==> config.mk <==
export PLATFORM = sky130hd
export DESIGN_NAME = spi_crc_status
export DESIGN_NICKNAME = d
export VERILOG_FILES = /design/src/core/spi_crc_status.v /design/src/core/spi_tx_fifo.v
export VERILOG_INCLUDE_DIRS = /design/src /design/src/core
export SDC_FILE = /design/constraint.sdc
export NUM_CORES = 1
export LEC_CHECK = 0
export ABC_AREA = 1
export BUFFER_PORTS_ARGS = -buffer_cell sky130_fd_sc_hd__buf_2
export CORE_MARGIN = 1.5
export CORE_UTILIZATION = 50
export DETAILED_ROUTE_END_ITERATION = 12
export GPL_TIMING_DRIVEN = 0
export PLACE_DENSITY = 0.8
export SLEW_MARGIN = 20
export SYNTH_ARGS = -nofsm -noshare
export SYNTH_HDL_FRONTEND = slang
export SYNTH_HIERARCHICAL = 1
export SYNTH_SLANG_ARGS = --single-unit
==> constraint.sdc <==
create_clock -name i_mclk -period 3.4 [get_ports i_mclk]
set_input_delay 0.34 -clock i_mclk [delete_from_list [all_inputs] [get_ports i_mclk]]
set_output_delay 0.34 -clock i_mclk [all_outputs]
set_load 0.02 [all_outputs]
==> src/core/spi_crc_defines.vh <==
`ifndef SPI_CRC_DEFINES_VH
`define SPI_CRC_DEFINES_VH

// ------------------------------------------------------------
// data path sizes
// ------------------------------------------------------------
`define WORD_W 16
`define FIFO_DEPTH 8
`define FIFO_AW 3

// ------------------------------------------------------------
// frame counts: last edge index and last bit index per format
// ------------------------------------------------------------
`define EDGE_LAST8 5'h0F
`define EDGE_LAST16 5'h1F
`define BIT_LAST8 4'h7
`define BIT_LAST16 4'hF

// ------------------------------------------------------------
// timing and reset values
// ------------------------------------------------------------
// master half period in i_mclk cycles is this value shifted by
// the baud divider; at least 4 so synchronised inputs settle
`define HALF_BASE 10'h004
`define CRC_INIT 16'h0000
`define WORD_ZERO 16'h0000

`endif

==> src/core/spi_crc_status.v <==
// How it works
// - separate transmit and receive checksum calculators
// - one bit per sampling edge, programmed polynomial
// - eight or sixteen bit checksum by format
// - setting checksum enable clears both calculators
// - checksum sent after last written word
// - receive-only: checksum follows last received word
// - buffered data goes out before checksum
// - calculators frozen during checksum frame
// - received checksum mismatch sets flag, irq
// - slave checksum follows clock without enable
// - slave checksum runs with select high
// - clear checksum between slave selections
// - empty flag set when no word is queued, write clears
// - not-empty set on receive, read clears
// - busy is hardware only
// - busy set at start, not master bidir receive
// - busy cleared at end, disable, fault
// - continuous: master busy high, slave dips
`include "spi_crc_defines.vh"
`default_nettype none

module spi_crc_status (
   input wire i_mclk,
   input wire i_nrst,
   input wire i_peripheral_enable,
   input wire i_master_select,
   input wire i_clock_phase_select,
   input wire i_clock_polarity_select,
   input wire i_low_bit_first_order,
   input wire [2:0] i_baud_divider,
   input wire i_software_select_management,
   input wire i_internal_select_level,
   input wire i_checksum_enable,
   input wire i_checksum_sixteen_bit,
   input wire i_half_duplex_line_mode,
   input wire i_half_duplex_output_drive,
   input wire i_receive_only_select,
   input wire i_send_checksum_next,
   input wire i_error_interrupt_enable,
   input wire [15:0] i_checksum_polynomial,
   input wire i_clear_checksum_mismatch,
   input wire i_clear_master_fault,
   input wire i_data_write,
   input wire [15:0] i_data_write_value,
   output wire o_data_write_ready,
   input wire i_data_read,
   output reg [15:0] o_data_read_value,
   output wire o_tx_buffer_empty_flag,
   output reg o_rx_not_empty_flag,
   output reg o_busy_flag,
   output reg o_checksum_mismatch_flag,
   output reg o_master_fault_flag,
   output reg o_error_irq,
   output reg [15:0] o_transmit_checksum_register,
   output reg [15:0] o_receive_checksum_register,
   input wire i_sck,
   output reg o_sck,
   output wire o_sck_oe,
   input wire i_mosi,
   output wire o_mosi,
   output wire o_mosi_oe,
   input wire i_miso,
   output wire o_miso,
   output wire o_miso_oe,
   input wire i_select_n
);

   localparam [1:0] ST_IDLE = 2'b01;
   localparam [1:0] ST_RUN = 2'b10;

   // ---------------------------------------------------------
   // helpers
   // ---------------------------------------------------------
   // bit of a word sent at position idx for the chosen order
   function pick;
      input [15:0] w;
      input [3:0] idx;
      input lsb;
      input six;
      reg [3:0] p;
      begin
         p = lsb ? idx : ((six ? `BIT_LAST16 : `BIT_LAST8) - idx);
         pick = w[p];
      end
   endfunction

   // one serial step of the checksum, upper byte kept clear in 8 bit
   function [15:0] crc_step;
      input [15:0] crc;
      input b;
      input [15:0] poly;
      input six;
      reg fb;
      reg [15:0] n;
      begin
         fb = (six ? crc[15] : crc[7]) ^ b;
         n = {crc[14:0], 1'b0} ^ (fb ? poly : `WORD_ZERO);
         crc_step = six ? n : {8'h00, n[7:0]};
      end
   endfunction

   // ---------------------------------------------------------
   // pin synchronisers
   // ---------------------------------------------------------
   reg sck_m;
   reg sck_s;
   reg sck_p;
   reg mosi_m;
   reg mosi_s;
   reg miso_m;
   reg miso_s;
   reg sel_m;
   reg sel_n_s;

   // two stages each; only sck_s feeds the edge history
   always @(posedge i_mclk or negedge i_nrst) begin
      if (!i_nrst) begin
         sck_m <= 1'b0;
         sck_s <= 1'b0;
         sck_p <= 1'b0;
         mosi_m <= 1'b0;
         mosi_s <= 1'b0;
         miso_m <= 1'b0;
         miso_s <= 1'b0;
         sel_m <= 1'b1;
         sel_n_s <= 1'b1;
      end else begin
         sck_m <= i_sck;
         sck_s <= sck_m;
         sck_p <= sck_s;
         mosi_m <= i_mosi;
         mosi_s <= mosi_m;
         miso_m <= i_miso;
         miso_s <= miso_m;
         sel_m <= i_select_n;
         sel_n_s <= sel_m;
      end
   end

   // ---------------------------------------------------------
   // mode decode
   // ---------------------------------------------------------
   reg [1:0] mstate;
   reg [9:0] div;
   reg lead_next;
   reg [4:0] ecnt;
   reg in_frame;
   reg [15:0] word;
   reg [15:0] rx_sh;
   reg tx_bit;
   reg crc_arm;
   reg crc_frame;
   wire clock_polarity_select = i_clock_polarity_select;
   wire clock_phase_select = i_clock_phase_select;
   wire six = i_checksum_sixteen_bit;
   wire lsb = i_low_bit_first_order;
   wire is_master = i_master_select & ~o_master_fault_flag;
   wire enabled = i_peripheral_enable & ~o_master_fault_flag;
   wire bidir_rx = i_half_duplex_line_mode & ~i_half_duplex_output_drive;
   wire rx_mode = i_receive_only_select | bidir_rx;
   wire tx_en = ~rx_mode;
   wire rx_en = ~(i_half_duplex_line_mode & i_half_duplex_output_drive);
   wire selected = i_software_select_management ?
      ~i_internal_select_level : ~sel_n_s;
   wire m_active = enabled & is_master;
   wire s_active = enabled & ~is_master & selected;
   wire fault_now = i_master_select & i_peripheral_enable & selected;
   wire running = (mstate == ST_RUN);

   // ---------------------------------------------------------
   // transmit buffer
   // ---------------------------------------------------------
   wire fifo_valid;
   wire [15:0] fifo_data;
   wire fifo_pop;

   spi_tx_fifo #(
      .WIDTH(`WORD_W),
      .DEPTH(`FIFO_DEPTH),
      .AW(`FIFO_AW)
   ) u_tx_fifo (
      .i_mclk(i_mclk),
      .i_nrst(i_nrst),
      .i_in_valid(i_data_write),
      .o_in_ready(o_data_write_ready),
      .i_in_data(i_data_write_value),
      .o_out_valid(fifo_valid),
      .i_out_ready(fifo_pop),
      .o_out_data(fifo_data)
   );

   // empty means the next word may be loaded; a write fills it
   assign o_tx_buffer_empty_flag = ~fifo_valid;

   // ---------------------------------------------------------
   // edge events from master divider or slave clock pin
   // ---------------------------------------------------------
   wire [9:0] half = `HALF_BASE << i_baud_divider;
   wire m_edge = running & (div == half - 10'h001);
   wire s_lead = ~is_master & (sck_s != clock_polarity_select) & (sck_p == clock_polarity_select);
   wire s_trail = ~is_master & (sck_s == clock_polarity_select) & (sck_p != clock_polarity_select);
   wire ev_lead = is_master ? (m_edge & lead_next) : s_lead;
   wire ev_trail = is_master ? (m_edge & ~lead_next) : s_trail;
   wire sample_ev = clock_phase_select ? ev_trail : ev_lead;
   wire shift_ev = clock_phase_select ? ev_lead : ev_trail;
   wire eng_on = is_master ? running : s_active;
   wire [4:0] edge_last = six ? `EDGE_LAST16 : `EDGE_LAST8;
   wire [3:0] bit_last = six ? `BIT_LAST16 : `BIT_LAST8;
   wire [3:0] bidx = ecnt[4:1];
   wire [3:0] sidx = clock_phase_select ? bidx : bidx + 4'h1;
   wire end_edge = eng_on & (ev_lead | ev_trail) & (ecnt == edge_last);
   wire first_lead = eng_on & ev_lead & ~in_frame;
   wire rx_b = (is_master ^ i_half_duplex_line_mode) ? miso_s : mosi_s;
   wire [15:0] rx_nx = lsb ? {rx_b, rx_sh[15:1]} : {rx_sh[14:0], rx_b};
   wire [15:0] rx_word = six ? rx_nx :
      (lsb ? {8'h00, rx_nx[15:8]} : {8'h00, rx_nx[7:0]});
   wire data_done = eng_on & sample_ev & (bidx == bit_last);
   // queued data wins over a pending checksum frame
   wire crc_go = data_done & crc_arm & ~crc_frame &
      (rx_mode | ~fifo_valid);
   wire next_crc_frame = crc_go | (crc_frame & ~data_done);
   // checksum frame reuses the frozen transmit value
   wire [15:0] src = crc_frame ? o_transmit_checksum_register :
      (fifo_valid ? fifo_data : `WORD_ZERO);
   wire [15:0] cur_word = in_frame ? word : src;
   wire have_work = next_crc_frame | rx_mode | fifo_valid;

   assign fifo_pop = first_lead & ~crc_frame & tx_en & fifo_valid;

   // ---------------------------------------------------------
   // master clock generator
   // ---------------------------------------------------------
   // a disable lets the frame in flight finish; a fault aborts it
   always @(posedge i_mclk or negedge i_nrst) begin
      if (!i_nrst) begin
         mstate <= ST_IDLE;
         div <= 10'h000;
         lead_next <= 1'b1;
         o_sck <= 1'b0;
      end else begin
         case (mstate)
            ST_IDLE: begin
               div <= 10'h000;
               lead_next <= 1'b1;
               o_sck <= clock_polarity_select;
               if (m_active & have_work) begin
                  mstate <= ST_RUN;
               end
            end
            ST_RUN: begin
               if (~is_master) begin
                  mstate <= ST_IDLE;
               end else if (m_edge) begin
                  div <= 10'h000;
                  lead_next <= ~lead_next;
                  o_sck <= ~o_sck;
                  if (end_edge & ~(m_active & have_work)) begin
                     mstate <= ST_IDLE;
                  end
               end else begin
                  div <= div + 10'h001;
               end
            end
            default: begin
               mstate <= ST_IDLE;
            end
         endcase
      end
   end

   // ---------------------------------------------------------
   // frame engine: edge count, word latch, serial out and in
   // ---------------------------------------------------------
   always @(posedge i_mclk or negedge i_nrst) begin
      if (!i_nrst) begin
         ecnt <= 5'h00;
         in_frame <= 1'b0;
         word <= `WORD_ZERO;
         rx_sh <= `WORD_ZERO;
         tx_bit <= 1'b0;
      end else begin
         if (~eng_on) begin
            ecnt <= 5'h00;
            in_frame <= 1'b0;
         end else if (ev_lead | ev_trail) begin
            if (end_edge) begin
               ecnt <= 5'h00;
               in_frame <= 1'b0;
            end else begin
               ecnt <= ecnt + 5'h01;
               in_frame <= 1'b1;
            end
         end
         if (first_lead) begin
            word <= src;
         end
         if (eng_on & sample_ev) begin
            rx_sh <= rx_nx;
         end
         // first bit must stand before the first sampling edge
         if (eng_on & shift_ev & in_frame & ~end_edge) begin
            tx_bit <= pick(cur_word, sidx, lsb, six);
         end else if (~in_frame) begin
            tx_bit <= pick(src, 4'h0, lsb, six);
         end
      end
   end

   // ---------------------------------------------------------
   // checksum calculators and checksum frame control
   // ---------------------------------------------------------
   // a slave follows clock edges whenever checksums are on,
   // whatever the enable or select, so the far end stays in step
   wire crc_tick = sample_ev & i_checksum_enable & ~crc_frame &
      (is_master ? eng_on : 1'b1);

   always @(posedge i_mclk or negedge i_nrst) begin
      if (!i_nrst) begin
         o_transmit_checksum_register <= `CRC_INIT;
         o_receive_checksum_register <= `CRC_INIT;
         crc_arm <= 1'b0;
         crc_frame <= 1'b0;
      end else begin
         if (~i_checksum_enable) begin
            // held at start value, so setting enable starts clean
            o_transmit_checksum_register <= `CRC_INIT;
            o_receive_checksum_register <= `CRC_INIT;
         end else if (crc_tick) begin
            o_transmit_checksum_register <= crc_step(
               o_transmit_checksum_register, tx_bit,
               i_checksum_polynomial, six);
            o_receive_checksum_register <= crc_step(
               o_receive_checksum_register, rx_b,
               i_checksum_polynomial, six);
         end
         // a request in the cycle that consumes the old one survives
         crc_arm <= i_checksum_enable &
            ((crc_arm & ~crc_go) | i_send_checksum_next);
         crc_frame <= i_checksum_enable & eng_on & next_crc_frame;
      end
   end

   // ---------------------------------------------------------
   // receive buffer and status flags
   // ---------------------------------------------------------
   wire crc_bad = data_done & crc_frame & rx_en &
      (rx_word != o_receive_checksum_register);
   wire m_start = (mstate == ST_IDLE) & m_active & have_work;
   wire m_stop = running & m_edge & end_edge & ~(m_active & have_work);

   always @(posedge i_mclk or negedge i_nrst) begin
      if (!i_nrst) begin
         o_data_read_value <= `WORD_ZERO;
         o_rx_not_empty_flag <= 1'b0;
         o_checksum_mismatch_flag <= 1'b0;
         o_master_fault_flag <= 1'b0;
         o_error_irq <= 1'b0;
      end else begin
         if (data_done & rx_en) begin
            o_data_read_value <= rx_word;
         end
         // new data in the cycle of a read keeps the flag set
         o_rx_not_empty_flag <= (data_done & rx_en) |
            (o_rx_not_empty_flag & ~i_data_read);
         o_checksum_mismatch_flag <= crc_bad |
            (o_checksum_mismatch_flag & ~i_clear_checksum_mismatch);
         o_master_fault_flag <= fault_now |
            (o_master_fault_flag & ~i_clear_master_fault);
         o_error_irq <= i_error_interrupt_enable &
            (o_checksum_mismatch_flag | o_master_fault_flag);
      end
   end

   // busy has no software write path at all
   always @(posedge i_mclk or negedge i_nrst) begin
      if (!i_nrst) begin
         o_busy_flag <= 1'b0;
      end else if (~enabled | fault_now) begin
         o_busy_flag <= 1'b0;
      end else if (is_master) begin
         // master bidir receive never shows busy
         if (m_start & ~bidir_rx) begin
            o_busy_flag <= 1'b1;
         end else if (m_stop | bidir_rx) begin
            o_busy_flag <= 1'b0;
         end
      end else begin
         // slave drops busy between words, even back to back
         if (first_lead) begin
            o_busy_flag <= 1'b1;
         end else if (data_done | ~s_active) begin
            o_busy_flag <= 1'b0;
         end
      end
   end

   // ---------------------------------------------------------
   // pin drive
   // ---------------------------------------------------------
   assign o_sck_oe = is_master & (enabled | running);
   assign o_mosi = tx_bit;
   assign o_mosi_oe = o_sck_oe & tx_en;
   assign o_miso = tx_bit;
   assign o_miso_oe = s_active & tx_en;

endmodule

`default_nettype wire

==> src/core/spi_tx_fifo.v <==
`default_nettype none

module spi_tx_fifo #(
   parameter WIDTH = 16,
   parameter DEPTH = 8,
   parameter AW = 3
) (
   input wire i_mclk,
   input wire i_nrst,
   input wire i_in_valid,
   output wire o_in_ready,
   input wire [WIDTH-1:0] i_in_data,
   output wire o_out_valid,
   input wire i_out_ready,
   output wire [WIDTH-1:0] o_out_data
);

   localparam [AW:0] FULL = DEPTH;
   localparam [AW:0] ONE = 1;
   localparam [AW-1:0] STEP = 1;

   reg [WIDTH-1:0] mem [0:DEPTH-1];
   reg [AW-1:0] wptr;
   reg [AW-1:0] rptr;
   reg [AW:0] count;
   wire push;
   wire pop;

   // honest flags come straight from the fill count
   assign o_in_ready = (count != FULL);
   assign o_out_valid = (count != {(AW+1){1'b0}});
   assign o_out_data = mem[rptr];
   assign push = i_in_valid & o_in_ready;
   assign pop = o_out_valid & i_out_ready;

   // storage has no reset; only pointers and count carry state
   always @(posedge i_mclk) begin
      if (push) begin
         mem[wptr] <= i_in_data;
      end
   end

   // pointers wrap naturally, depth is a power of two
   always @(posedge i_mclk or negedge i_nrst) begin
      if (!i_nrst) begin
         wptr <= {AW{1'b0}};
         rptr <= {AW{1'b0}};
         count <= {(AW+1){1'b0}};
      end else begin
         if (push) begin
            wptr <= wptr + STEP;
         end
         if (pop) begin
            rptr <= rptr + STEP;
         end
         if (push & ~pop) begin
            count <= count + ONE;
         end else if (pop & ~push) begin
            count <= count - ONE;
         end
      end
   end

endmodule

`default_nettype wire

---- Yosys cells after proc, flatten, opt, wreduce, memory -nomap -nowiden ----
Memories as Yosys holds them, arrays and structs flattened.
Index checks and enable logic that the tools add are counted.
word-level totals
  register bits after elaboration ......... 127
  input bits .............................. 59
  memories ................................ 1
  word-level logic and storage cells ...... 243
  RAM bits ................................ 128
  output and inout port bits .............. 61
operators by class
  order comparisons ....................... 2
  shift-type cells ........................ 1
  reduce and logical (&&, ||, !) cells .... 8
  muxes and demuxes ....................... 65
  equal/unequal tests ..................... 20
  bitwise operators ....................... 106
  add/subtract/negate cells ............... 9
memory list
  memory         words  bits a word  read ports  clocked after memory_dff  write ports  RTL line          RTL
  u_tx_fifo.mem  8      16           1           0                         1            spi_tx_fifo.v:22  reg [WIDTH-1:0] mem [0:DEPTH-1];
operators by type and width
  kind                                                                      count
  16-bit two-way mux                                                        13
  1-bit AND                                                                 62
  16-bit bitwise XOR                                                        2
  1-bit two-way mux                                                         29
  4-bit two-way mux                                                         6
  1-bit inverter                                                            24
  10-bit two-way mux                                                        2
  5-bit two-way mux                                                         4
  10-bit case mux with 2 select lines                                       1
  16-bit inequality test                                                    1
  1-bit bitwise OR                                                          15
  10-bit by 1-bit adder with 10-bit output (second input constant)          1
  10-bit == test                                                            1
  4-bit by 5-bit < comparator with 1-bit output (second input constant)     2
  2-bit by 1-bit inequality test with 1-bit output (second input constant)  5
  3-bit by 3-bit << shifter with 10-bit output (first input constant)       1
  10-bit by 1-bit subtractor with 10-bit output (second input constant)     1
  4-bit by 1-bit adder with 4-bit output (second input constant)            2
  1-bit binary-select mux with 4-bit select                                 2
  2-bit two-way mux                                                         4
  8-bit two-way mux                                                         1
  4-bit nonzero test                                                        2
  3-bit by 1-bit adder with 3-bit output (second input constant)            2
  3-bit by 2-bit inequality test with 1-bit output (second input constant)  2
  18 further kinds                                                          26

---- Logic depth before layout (Yosys ltp) ----
Gate-level depths: netlist of the first run.
  depth after elaboration ................. 23
  mapped depth ............................ 20
  gate-level depth less buffers ........... 20

---- Cells and area by module ----
The synthesis of the first run kept the hierarchy.
by module, submodules not included
  module          cells an instance  area an instance (um^2)  times used  seq. area each (um^2)
  spi_crc_status  836                6662.6                   1           2932.8
  spi_tx_fifo     632                6092.1                   1           4093.9

---- Worst setup path after synthesis of the first run ----
OpenSTA, ideal clock, no wires.
  path type ............................... reg2reg
  from .................................... register mstate[0]
  to ...................................... register u_tx_fifo.count[3]
  path buffers ............................ 1
  setup time .............................. 0.117 ns
  arrival ................................. 2.701 ns
  required time ........................... 3.283 ns
  setup slack ............................. 0.581 ns
  cell stages (with the launch flop) ...... 19
  clock period less this slack ............ 2.819 ns
  cells stage by stage .................... dfstp_2 inv_1 ha_1 buf_2 nand2_1 nor2_1 nand4_1 nand2_2 nand2_1 nor4_1 nand2_1 ha_1 inv_1 ha_1 or2_2 nand2_1 nand2_1 nand3_1 nand2_1
on the way
  longest elaborated chain between the ends .. 13
  elaborated cells on any way between the ends .. 16
  those cells by class .................... 1 x eq/ne; 3 x mux; 11 x bitwise; 1 x reduce/logical
RTL lines
  what                                                     RTL line              RTL
  start, declared                                          spi_crc_status.v:144  reg [1:0] mstate;
  start signal, assigned                                   spi_crc_status.v:237  mstate <= ST_IDLE;
  start signal, assigned                                   spi_crc_status.v:248  mstate <= ST_RUN;
  start signal, assigned                                   spi_crc_status.v:253  mstate <= ST_IDLE;
  2-bit == test (*)                                        spi_crc_status.v:169  wire running = (mstate == ST_RUN);
  1-bit AND                                                spi_crc_status.v:200  wire m_edge = running & (div == half - 10'h001);
  1-bit AND                                                spi_crc_status.v:203  wire ev_lead = is_master ? (m_edge & lead_next) : s_lead;
  1-bit two-way mux                                        spi_crc_status.v:203
  1-bit AND (*) (2 in series)                              spi_crc_status.v:213  wire first_lead = eng_on & ev_lead & ~in_frame;
  1-bit AND (*) (3 in series)                              spi_crc_status.v:229  assign fifo_pop = first_lead & ~crc_frame & tx_en & fifo_valid;
  named net fifo_pop                                       spi_crc_status.v:176  wire fifo_pop;
  1-bit AND (*)                                            spi_tx_fifo.v:34      assign pop = o_out_valid & i_out_ready;
  1-bit inverter                                           spi_tx_fifo.v:56      if (push & ~pop) begin
  1-bit AND                                                spi_tx_fifo.v:56
  4-bit two-way mux or 2-bit nonzero test (tied branches)  n/a
  end signal, assigned                                     spi_tx_fifo.v:48      count <= {(AW+1){1'b0}};
  end signal, assigned                                     spi_tx_fifo.v:57      count <= count + ONE;
  end signal, assigned                                     spi_tx_fifo.v:59      count <= count - ONE;
  end, declared                                            spi_tx_fifo.v:25      reg [AW:0] count;
The timed path passes the listed nets; every way through them passes the cells marked *.
A chain may end at the register's enable or synchronous reset.

---- Final worst setup path of the first run ----
Same ends and word-level chain as after synthesis.

==> results of run 1 <==
registers in the layout (all words and copies together) (netlist names), 2 cells and up:
signal / flops
u_tx_fifo/wptr: 3
ecnt: 5
o_transmit_checksum_register: 16
u_tx_fifo/mem: 128
word: 16
o_data_read_value: 16
u_tx_fifo/count: 4
rx_sh: 16
mstate: 2
o_receive_checksum_register: 16
u_tx_fifo/rptr: 3
div: 10
kinds of logic (layout without fill, tap and decap cells):
family,Yosys count,count (layout),synth area share [%]
buffers and inverters,229,421,7.49
AND/OR/NAND/NOR,713,713,22.4
adder cells (fa/ha/maj),11,11,1.14
multiplexers,14,14,1.24
flip-flops,255,255,55.1
AO/OA/AOI/OAI,193,193,8.90
XOR/XNOR,53,53,3.70
worst paths after layout:
check	start	endpoint	slack, ns	depth (start not counted)
worst min register to register	sck_m	sck_s	0.35	0
min in group asynchronous	i_nrst	div[8]	0.31	2
worst max register to register	mstate[0]	u_tx_fifo/count[3]	0.18	18
max in group asynchronous	i_nrst	mstate[0]	2.39	3
worst max-delay path	mstate[0]	u_tx_fifo/count[3]	0.18	18
worst min-delay path	i_data_write_value[14]	u_tx_fifo/mem[1][14]	0.05	1
power breakdown:
part	switching (mW)	total (mW)	internal, mW
clock network	1.22	2.94	1.73
registers	0.268	4.04	3.77
logic	1.97	2.93	0.955
total	3.46	9.91	6.46
repair_timing:
action                                  CTS  global route
resized for setup                         2             3
buffers inserted                          0             2
pin swaps                                 0             1
endpoints found under the setup margin    2             1
hold buffers                              9             0
hold endpoints to repair                 68             0
per-stage QoR:
step | util [%] | hold WS, ns | instances | setup TNS [ns]
after floorplan | - | 0.0444 | 1468 | 0
after global placement | 54.8 | 0.336 | 1916 | -0.301
after detailed placement | 55.5 | 0.312 | 1929 | -0.360
after CTS | 59.5 | 0.0431 | 1988 | 0
after global routing | 59.5 | 0.0514 | 1990 | -0.00976
final | 59.5 | 0.0535 | 1990 | 0
routing by layer:
metal | vias to the layer above | share of wire [%] | GRT usage [%]
met2 | 458 | 50 | 43.9
met3 | 98 | 7.1 | 3.46
met4 | 0 | 3.8 | 10.6
met5 | - | 0 | 0
met1 | 5001 | 39 | 30.9
li1 | 5062 | - | -
cells in the final DEF, fill, tap and decap left out, drive strengths merged, types with 2 or more instances in the layout:
| cell type | Yosys | layout |
|---|---|---|
| dfstp | 4 | 4 |
| a211oi | 2 | 2 |
| clkinvlp | 0 | 3 |
| inv | 174 | 175 |
| a22oi | 3 | 3 |
| o221ai | 4 | 4 |
| o21a | 4 | 4 |
| dlygate4sd3 | 0 | 9 |
| ha | 10 | 10 |
| o211ai | 14 | 14 |
| a31oi | 4 | 4 |
| edfxtp | 128 | 128 |
| or2 | 3 | 3 |
| mux2 | 14 | 14 |
| xnor2 | 7 | 7 |
| nor2 | 191 | 191 |
| o21ai | 113 | 113 |
| nor3 | 10 | 10 |
| a21oi | 22 | 22 |
| nand4 | 9 | 9 |
| bufinv | 0 | 3 |
| clkinv | 2 | 8 |
| clkbuf | 10 | 47 |
| nand3 | 37 | 37 |
| dfrtp | 123 | 123 |
| nand2 | 458 | 458 |
| buf | 43 | 176 |
| nor4 | 4 | 4 |
| xor2 | 46 | 46 |
| o22ai | 25 | 25 |
worst max-delay path, stage by stage, from the launching register on:
cell	delay, ns
dfstp_2	0.37
inv_1	0.06
ha_1	0.13
buf_2	0.18
nand2_2	0.13
nor2_1	0.11
nand4_1	0.13
nand2_2	0.14
nand2_1	0.13
nor4_4	0.38
nand2_2	0.20
ha_1	0.26
inv_2	0.09
ha_1	0.26
or2_2	0.32
nand2_1	0.07
nand2_1	0.04
nand3_1	0.06
nand2_1	0.05
area by class of cell:
type	instances	area (µm²)
inverters	176	661
multi-input cells	984	4820
plain buffers	53	295
clock inverters	13	160
fillers	2081	10200
well taps	330	413
clock buffers	37	723
flip-flops and latches	255	7030
repair buffers	142	850
==> flow_metrics.env, run 1 <==
export IMPL_outcome="complete, no violations"
export IMPL_arrival_ns=3.67
export IMPL_vdd_drop_max_mv=0.488
export IMPL_syn_num_nets=1538
export IMPL_fin_crit_sh_pct=94.8
export IMPL_cts_sinks=255
export IMPL_power_density_mw_per_mm2=663
export IMPL_io_pins=120
export IMPL_cts_made_buffers=27
export IMPL_cp_data_required_time_ns=3.84
export IMPL_viasPerCell=5.34
export IMPL_gp_congestion=0.906
export IMPL_synth_top_cells_by_count="nand2_1, nor2_1, inv_1, edfxtp_1, dfrtp_1"
export IMPL_ys_seq_area_share_pct=55.1
export IMPL_cap_violations=0
export IMPL_synth_area_leader_cell="edfxtp_1"
export IMPL_max_slew_worst_pin_slew_ns=0.724
export IMPL_setup_viol=0
export IMPL_grt_pass1_vias=10222
export IMPL_max_slew_margin_rel_pct=51.8
export IMPL_hpwl_um=23400
export IMPL_die_area_mm2=0.0265
export IMPL_core_area_mm2=0.0251
export IMPL_slew_violations=0
export IMPL_crit_path_start_kind="flip-flop"
export IMPL_ys_seq_elements=255
export IMPL_initial_core_util_pct=50.8
export IMPL_clock_fmax_mhz=310
export IMPL_postSynthCellCount=1468
export IMPL_p_leak_nw=7.04
export IMPL_wl_per_cell_um=16.6
export IMPL_yosysMostFrequentCell="nand2_1"
export IMPL_grt_max_degree=65
export IMPL_placed_area_mm2=0.0139
export IMPL_antenna_found_initial=0
export IMPL_min_period_ns=3.22
export IMPL_skew_ns=0.0176
export IMPL_worst_slack_ns=0.175
export IMPL_synth_top_area_share_pct=30.1
export IMPL_grt_ovfl_total=0
export IMPL_synth_area_top_cells="edfxtp_1, dfrtp_1, nand2_1, nor2_1, inv_1"
export IMPL_power_mw=9.91
export IMPL_drtPass1Iterations=6
export IMPL_end_kind="flip-flop"
export IMPL_drt_iter0_markers=1339
export IMPL_grt_usage_pct=25.0
export IMPL_critPathKind="reg2reg"
export IMPL_dieWidth_um=163
export IMPL_clk_pin_slew_ns=0.06
export IMPL_final_hold_viol_count=0
export IMPL_vias=10619
export IMPL_grt_pass1_wl_um=51900
export IMPL_fin_area_mm2=0.0150
export IMPL_dieHeight_um=163
export IMPL_hp_class="in2reg"
export IMPL_fin_nets=1709
export IMPL_diodes=0
export IMPL_ys_dominant_reg_cell="edfxtp_1"
export IMPL_preCtsSetupSlack_ns=-0.311
export IMPL_insertion_delay_ns=0.55
export IMPL_yosys_warnings=6
export IMPL_io_buffer_count=118
export IMPL_netlist_area_mm2=0.0128
export IMPL_drt_total_wl_um=33000
export IMPL_synth_avg_cell_area_um2=8.69
export IMPL_cts_root_buf="clkbuf_16"
export IMPL_syn2layout_area_growth_pct=17.2
export IMPL_drc_errors=0
export IMPL_cts_tree="done"
export IMPL_synth_edf_count=128
export IMPL_htree_levels=1
export IMPL_drive_gt1_share_pct=17.1
export IMPL_num_rows=58
export IMPL_cts_path_max_buffers=3
export IMPL_crit_fanout=7
export IMPL_ant_nets=0
export IMPL_async_flop_share_pct=49.8
export IMPL_yosysUniqueCellTypes=46
Power figures use the tool's default switching activity.
==> inputs of run 2 (changes only) <==
--- a/config.mk
+++ b/config.mk
@@ -8,6 +8,7 @@
 export LEC_CHECK = 0
 export ABC_AREA = 1
 export BUFFER_PORTS_ARGS = -buffer_cell sky130_fd_sc_hd__buf_2
+export CORE_ASPECT_RATIO = 0.7
 export CORE_MARGIN = 1.5
 export CORE_UTILIZATION = 50
 export DETAILED_ROUTE_END_ITERATION = 12
==> flow_metrics.env, run 2 (synthesized netlist as in run 1, its figures left out) <==
export IMPL_outcome="finished, violations left"
export IMPL_violations="DRC"
export IMPL_drc_errors=4
export IMPL_grt_pass1_vias=10028
export IMPL_viasPerCell=5.43
export IMPL_power_density_mw_per_mm2=655
export IMPL_clk_pin_slew_ns=0.06
export IMPL_cts_made_buffers=26
export IMPL_cap_violations=0
export IMPL_insertion_delay_ns=0.57
export IMPL_drtPass1Iterations=9
export IMPL_io_buffer_count=118
export IMPL_critPathKind="reg2reg"
export IMPL_p_leak_nw=7.02
export IMPL_drive_gt1_share_pct=17.0
export IMPL_cts_path_max_buffers=3
export IMPL_hpwl_um=25000
export IMPL_min_period_ns=3.21
export IMPL_cp_data_required_time_ns=3.86
export IMPL_clock_fmax_mhz=312
export IMPL_slew_violations=0
export IMPL_fin_crit_sh_pct=94.3
export IMPL_end_kind="flip-flop"
export IMPL_mostFrequentLayoutCells="nand2_1, nor2_1, inv_1"
export IMPL_grt_ovfl_total=0
export IMPL_final_common_cell="nand2_1"
export IMPL_io_pins=120
export IMPL_grt_usage_pct=26.1
export IMPL_tns_ns=0
export IMPL_max_slew_worst_pin_slew_ns=0.716
export IMPL_fin_nets=1710
export IMPL_grt_pass1_wl_um=53500
export IMPL_final_hold_viol_count=0
export IMPL_postLayoutCoreUtil_pct=59.9
export IMPL_arrival_ns=3.66
export IMPL_die_area_mm2=0.0265
export IMPL_syn2layout_area_growth_pct=16.8
export IMPL_cts_sinks=255
export IMPL_htree_levels=1
export IMPL_cts_root_buf="clkbuf_16"
export IMPL_placed_area_mm2=0.0139
export IMPL_largest_reg_flops=128
export IMPL_drt_total_wl_um=34500
export IMPL_crit_path_start_kind="flip-flop"
export IMPL_wl_per_cell_um=17.4
export IMPL_top_register="u_tx_fifo/mem"
export IMPL_hp_class="in2reg"
export IMPL_vdd_drop_max_mv=0.505
export IMPL_ant_nets=0
export IMPL_rsz0062_at_grt="false"
export IMPL_num_rows=48
export IMPL_skew_ns=0.0296
export IMPL_gp_congestion=0.926
export IMPL_antenna_found_initial=1
export IMPL_fin_area_mm2=0.0149
export IMPL_grt_max_degree=99
export IMPL_core_area_mm2=0.0249
export IMPL_drt_iter0_markers=1025
export IMPL_dieWidth_um=194
export IMPL_crit_fanout=7
export IMPL_dieHeight_um=137
export IMPL_vias=10775
export IMPL_max_slew_margin_rel_pct=52.2
export IMPL_power_mw=9.77
export IMPL_cts_tree="done"
export IMPL_setup_viol=0
export IMPL_initial_core_util_pct=51.3
-- run 2: cell types whose count changed in the layout (fill, tap and decap cells not counted), moves of 2 or more --
cell / delta
clkinvlp_4: -2
clkbuf_1: +6
clkinv_1: -3
bufinv_16: -2
buf_6: +2
-- run 2: worst paths after layout --
kind	depth (start not counted)	slack, ns	start	endpoint
worst max register to register	18	0.19	mstate[0]	u_tx_fifo/count[3]
min in group asynchronous	2	0.25	i_nrst	div[7]
worst max-delay path	18	0.19	mstate[0]	u_tx_fifo/count[3]
max in group asynchronous	3	2.39	i_nrst	u_tx_fifo/count[2]
worst min-delay path	3	0.008	i_send_checksum_next	crc_arm
worst min register to register	0	0.35	mosi_m	mosi_s
-- run 2: cell type report --
cell class | count | area, µm²
Clock inverter | 5 | 67.6
Clock buffer | 43 | 734
Multi-Input combinational cell | 984 | 4830
Antenna cell | 1 | 2.50
Inverter | 176 | 661
Timing Repair Buffer | 144 | 872
Fill cell | 2076 | 9960
Tap cell | 325 | 407
Sequential cell | 255 | 7030
Buffer | 53 | 298
-- run 2: per-layer routing --
layer	track usage, %	vias up	wire length [µm]
li1	-	5067	-
met1	37.4	5110	15100
met2	39.0	514	14900
met3	6.97	84	3540
met4	7.55	0	975
met5	0	-	0
-- run 2: critical path, stage by stage, from the launching register on --
cell	delay, ns
dfstp_2	0.37
inv_1	0.06
ha_1	0.14
clkbuf_4	0.18
nand2_2	0.13
nor2_1	0.13
nand4_1	0.17
nand2_2	0.15
nand2_1	0.12
nor4_4	0.31
nand2_2	0.21
ha_4	0.24
inv_2	0.08
ha_1	0.25
or2_2	0.33
nand2_1	0.08
nand2_1	0.05
nand3_1	0.07
nand2_1	0.05
-- run 2: metrics by stage --
step	hold WS, ns	setup slack, ns	cells
6_report	0.00795	0.194	1986
2_1_floorplan	0.0444	0.581	1468
3_3_place_gp	0.336	-0.112	1911
4_1_cts	0.00404	0.0778	1981
3_5_place_dp	0.212	-0.270	1924
5_1_grt	0.0222	0.0408	1985
-- run 2: power breakdown --
| group | internal, mW | switching, mW | total, mW |
|---|---|---|---|
| Sequential | 3.77 | 0.260 | 4.03 |
| Combinational | 0.966 | 1.99 | 2.96 |
| Clock | 1.55 | 1.22 | 2.77 |
| Total | 6.29 | 3.47 | 9.77 |
-- run 2: timing repair --
item | in CTS | in global routing
endpoints found under the setup margin | 1 | 1
resized for setup | 3 | 5
hold buffers | 9 | 0
buffers inserted | 0 | 4
pin swaps | 0 | 3
hold endpoints to repair | 37 | 0
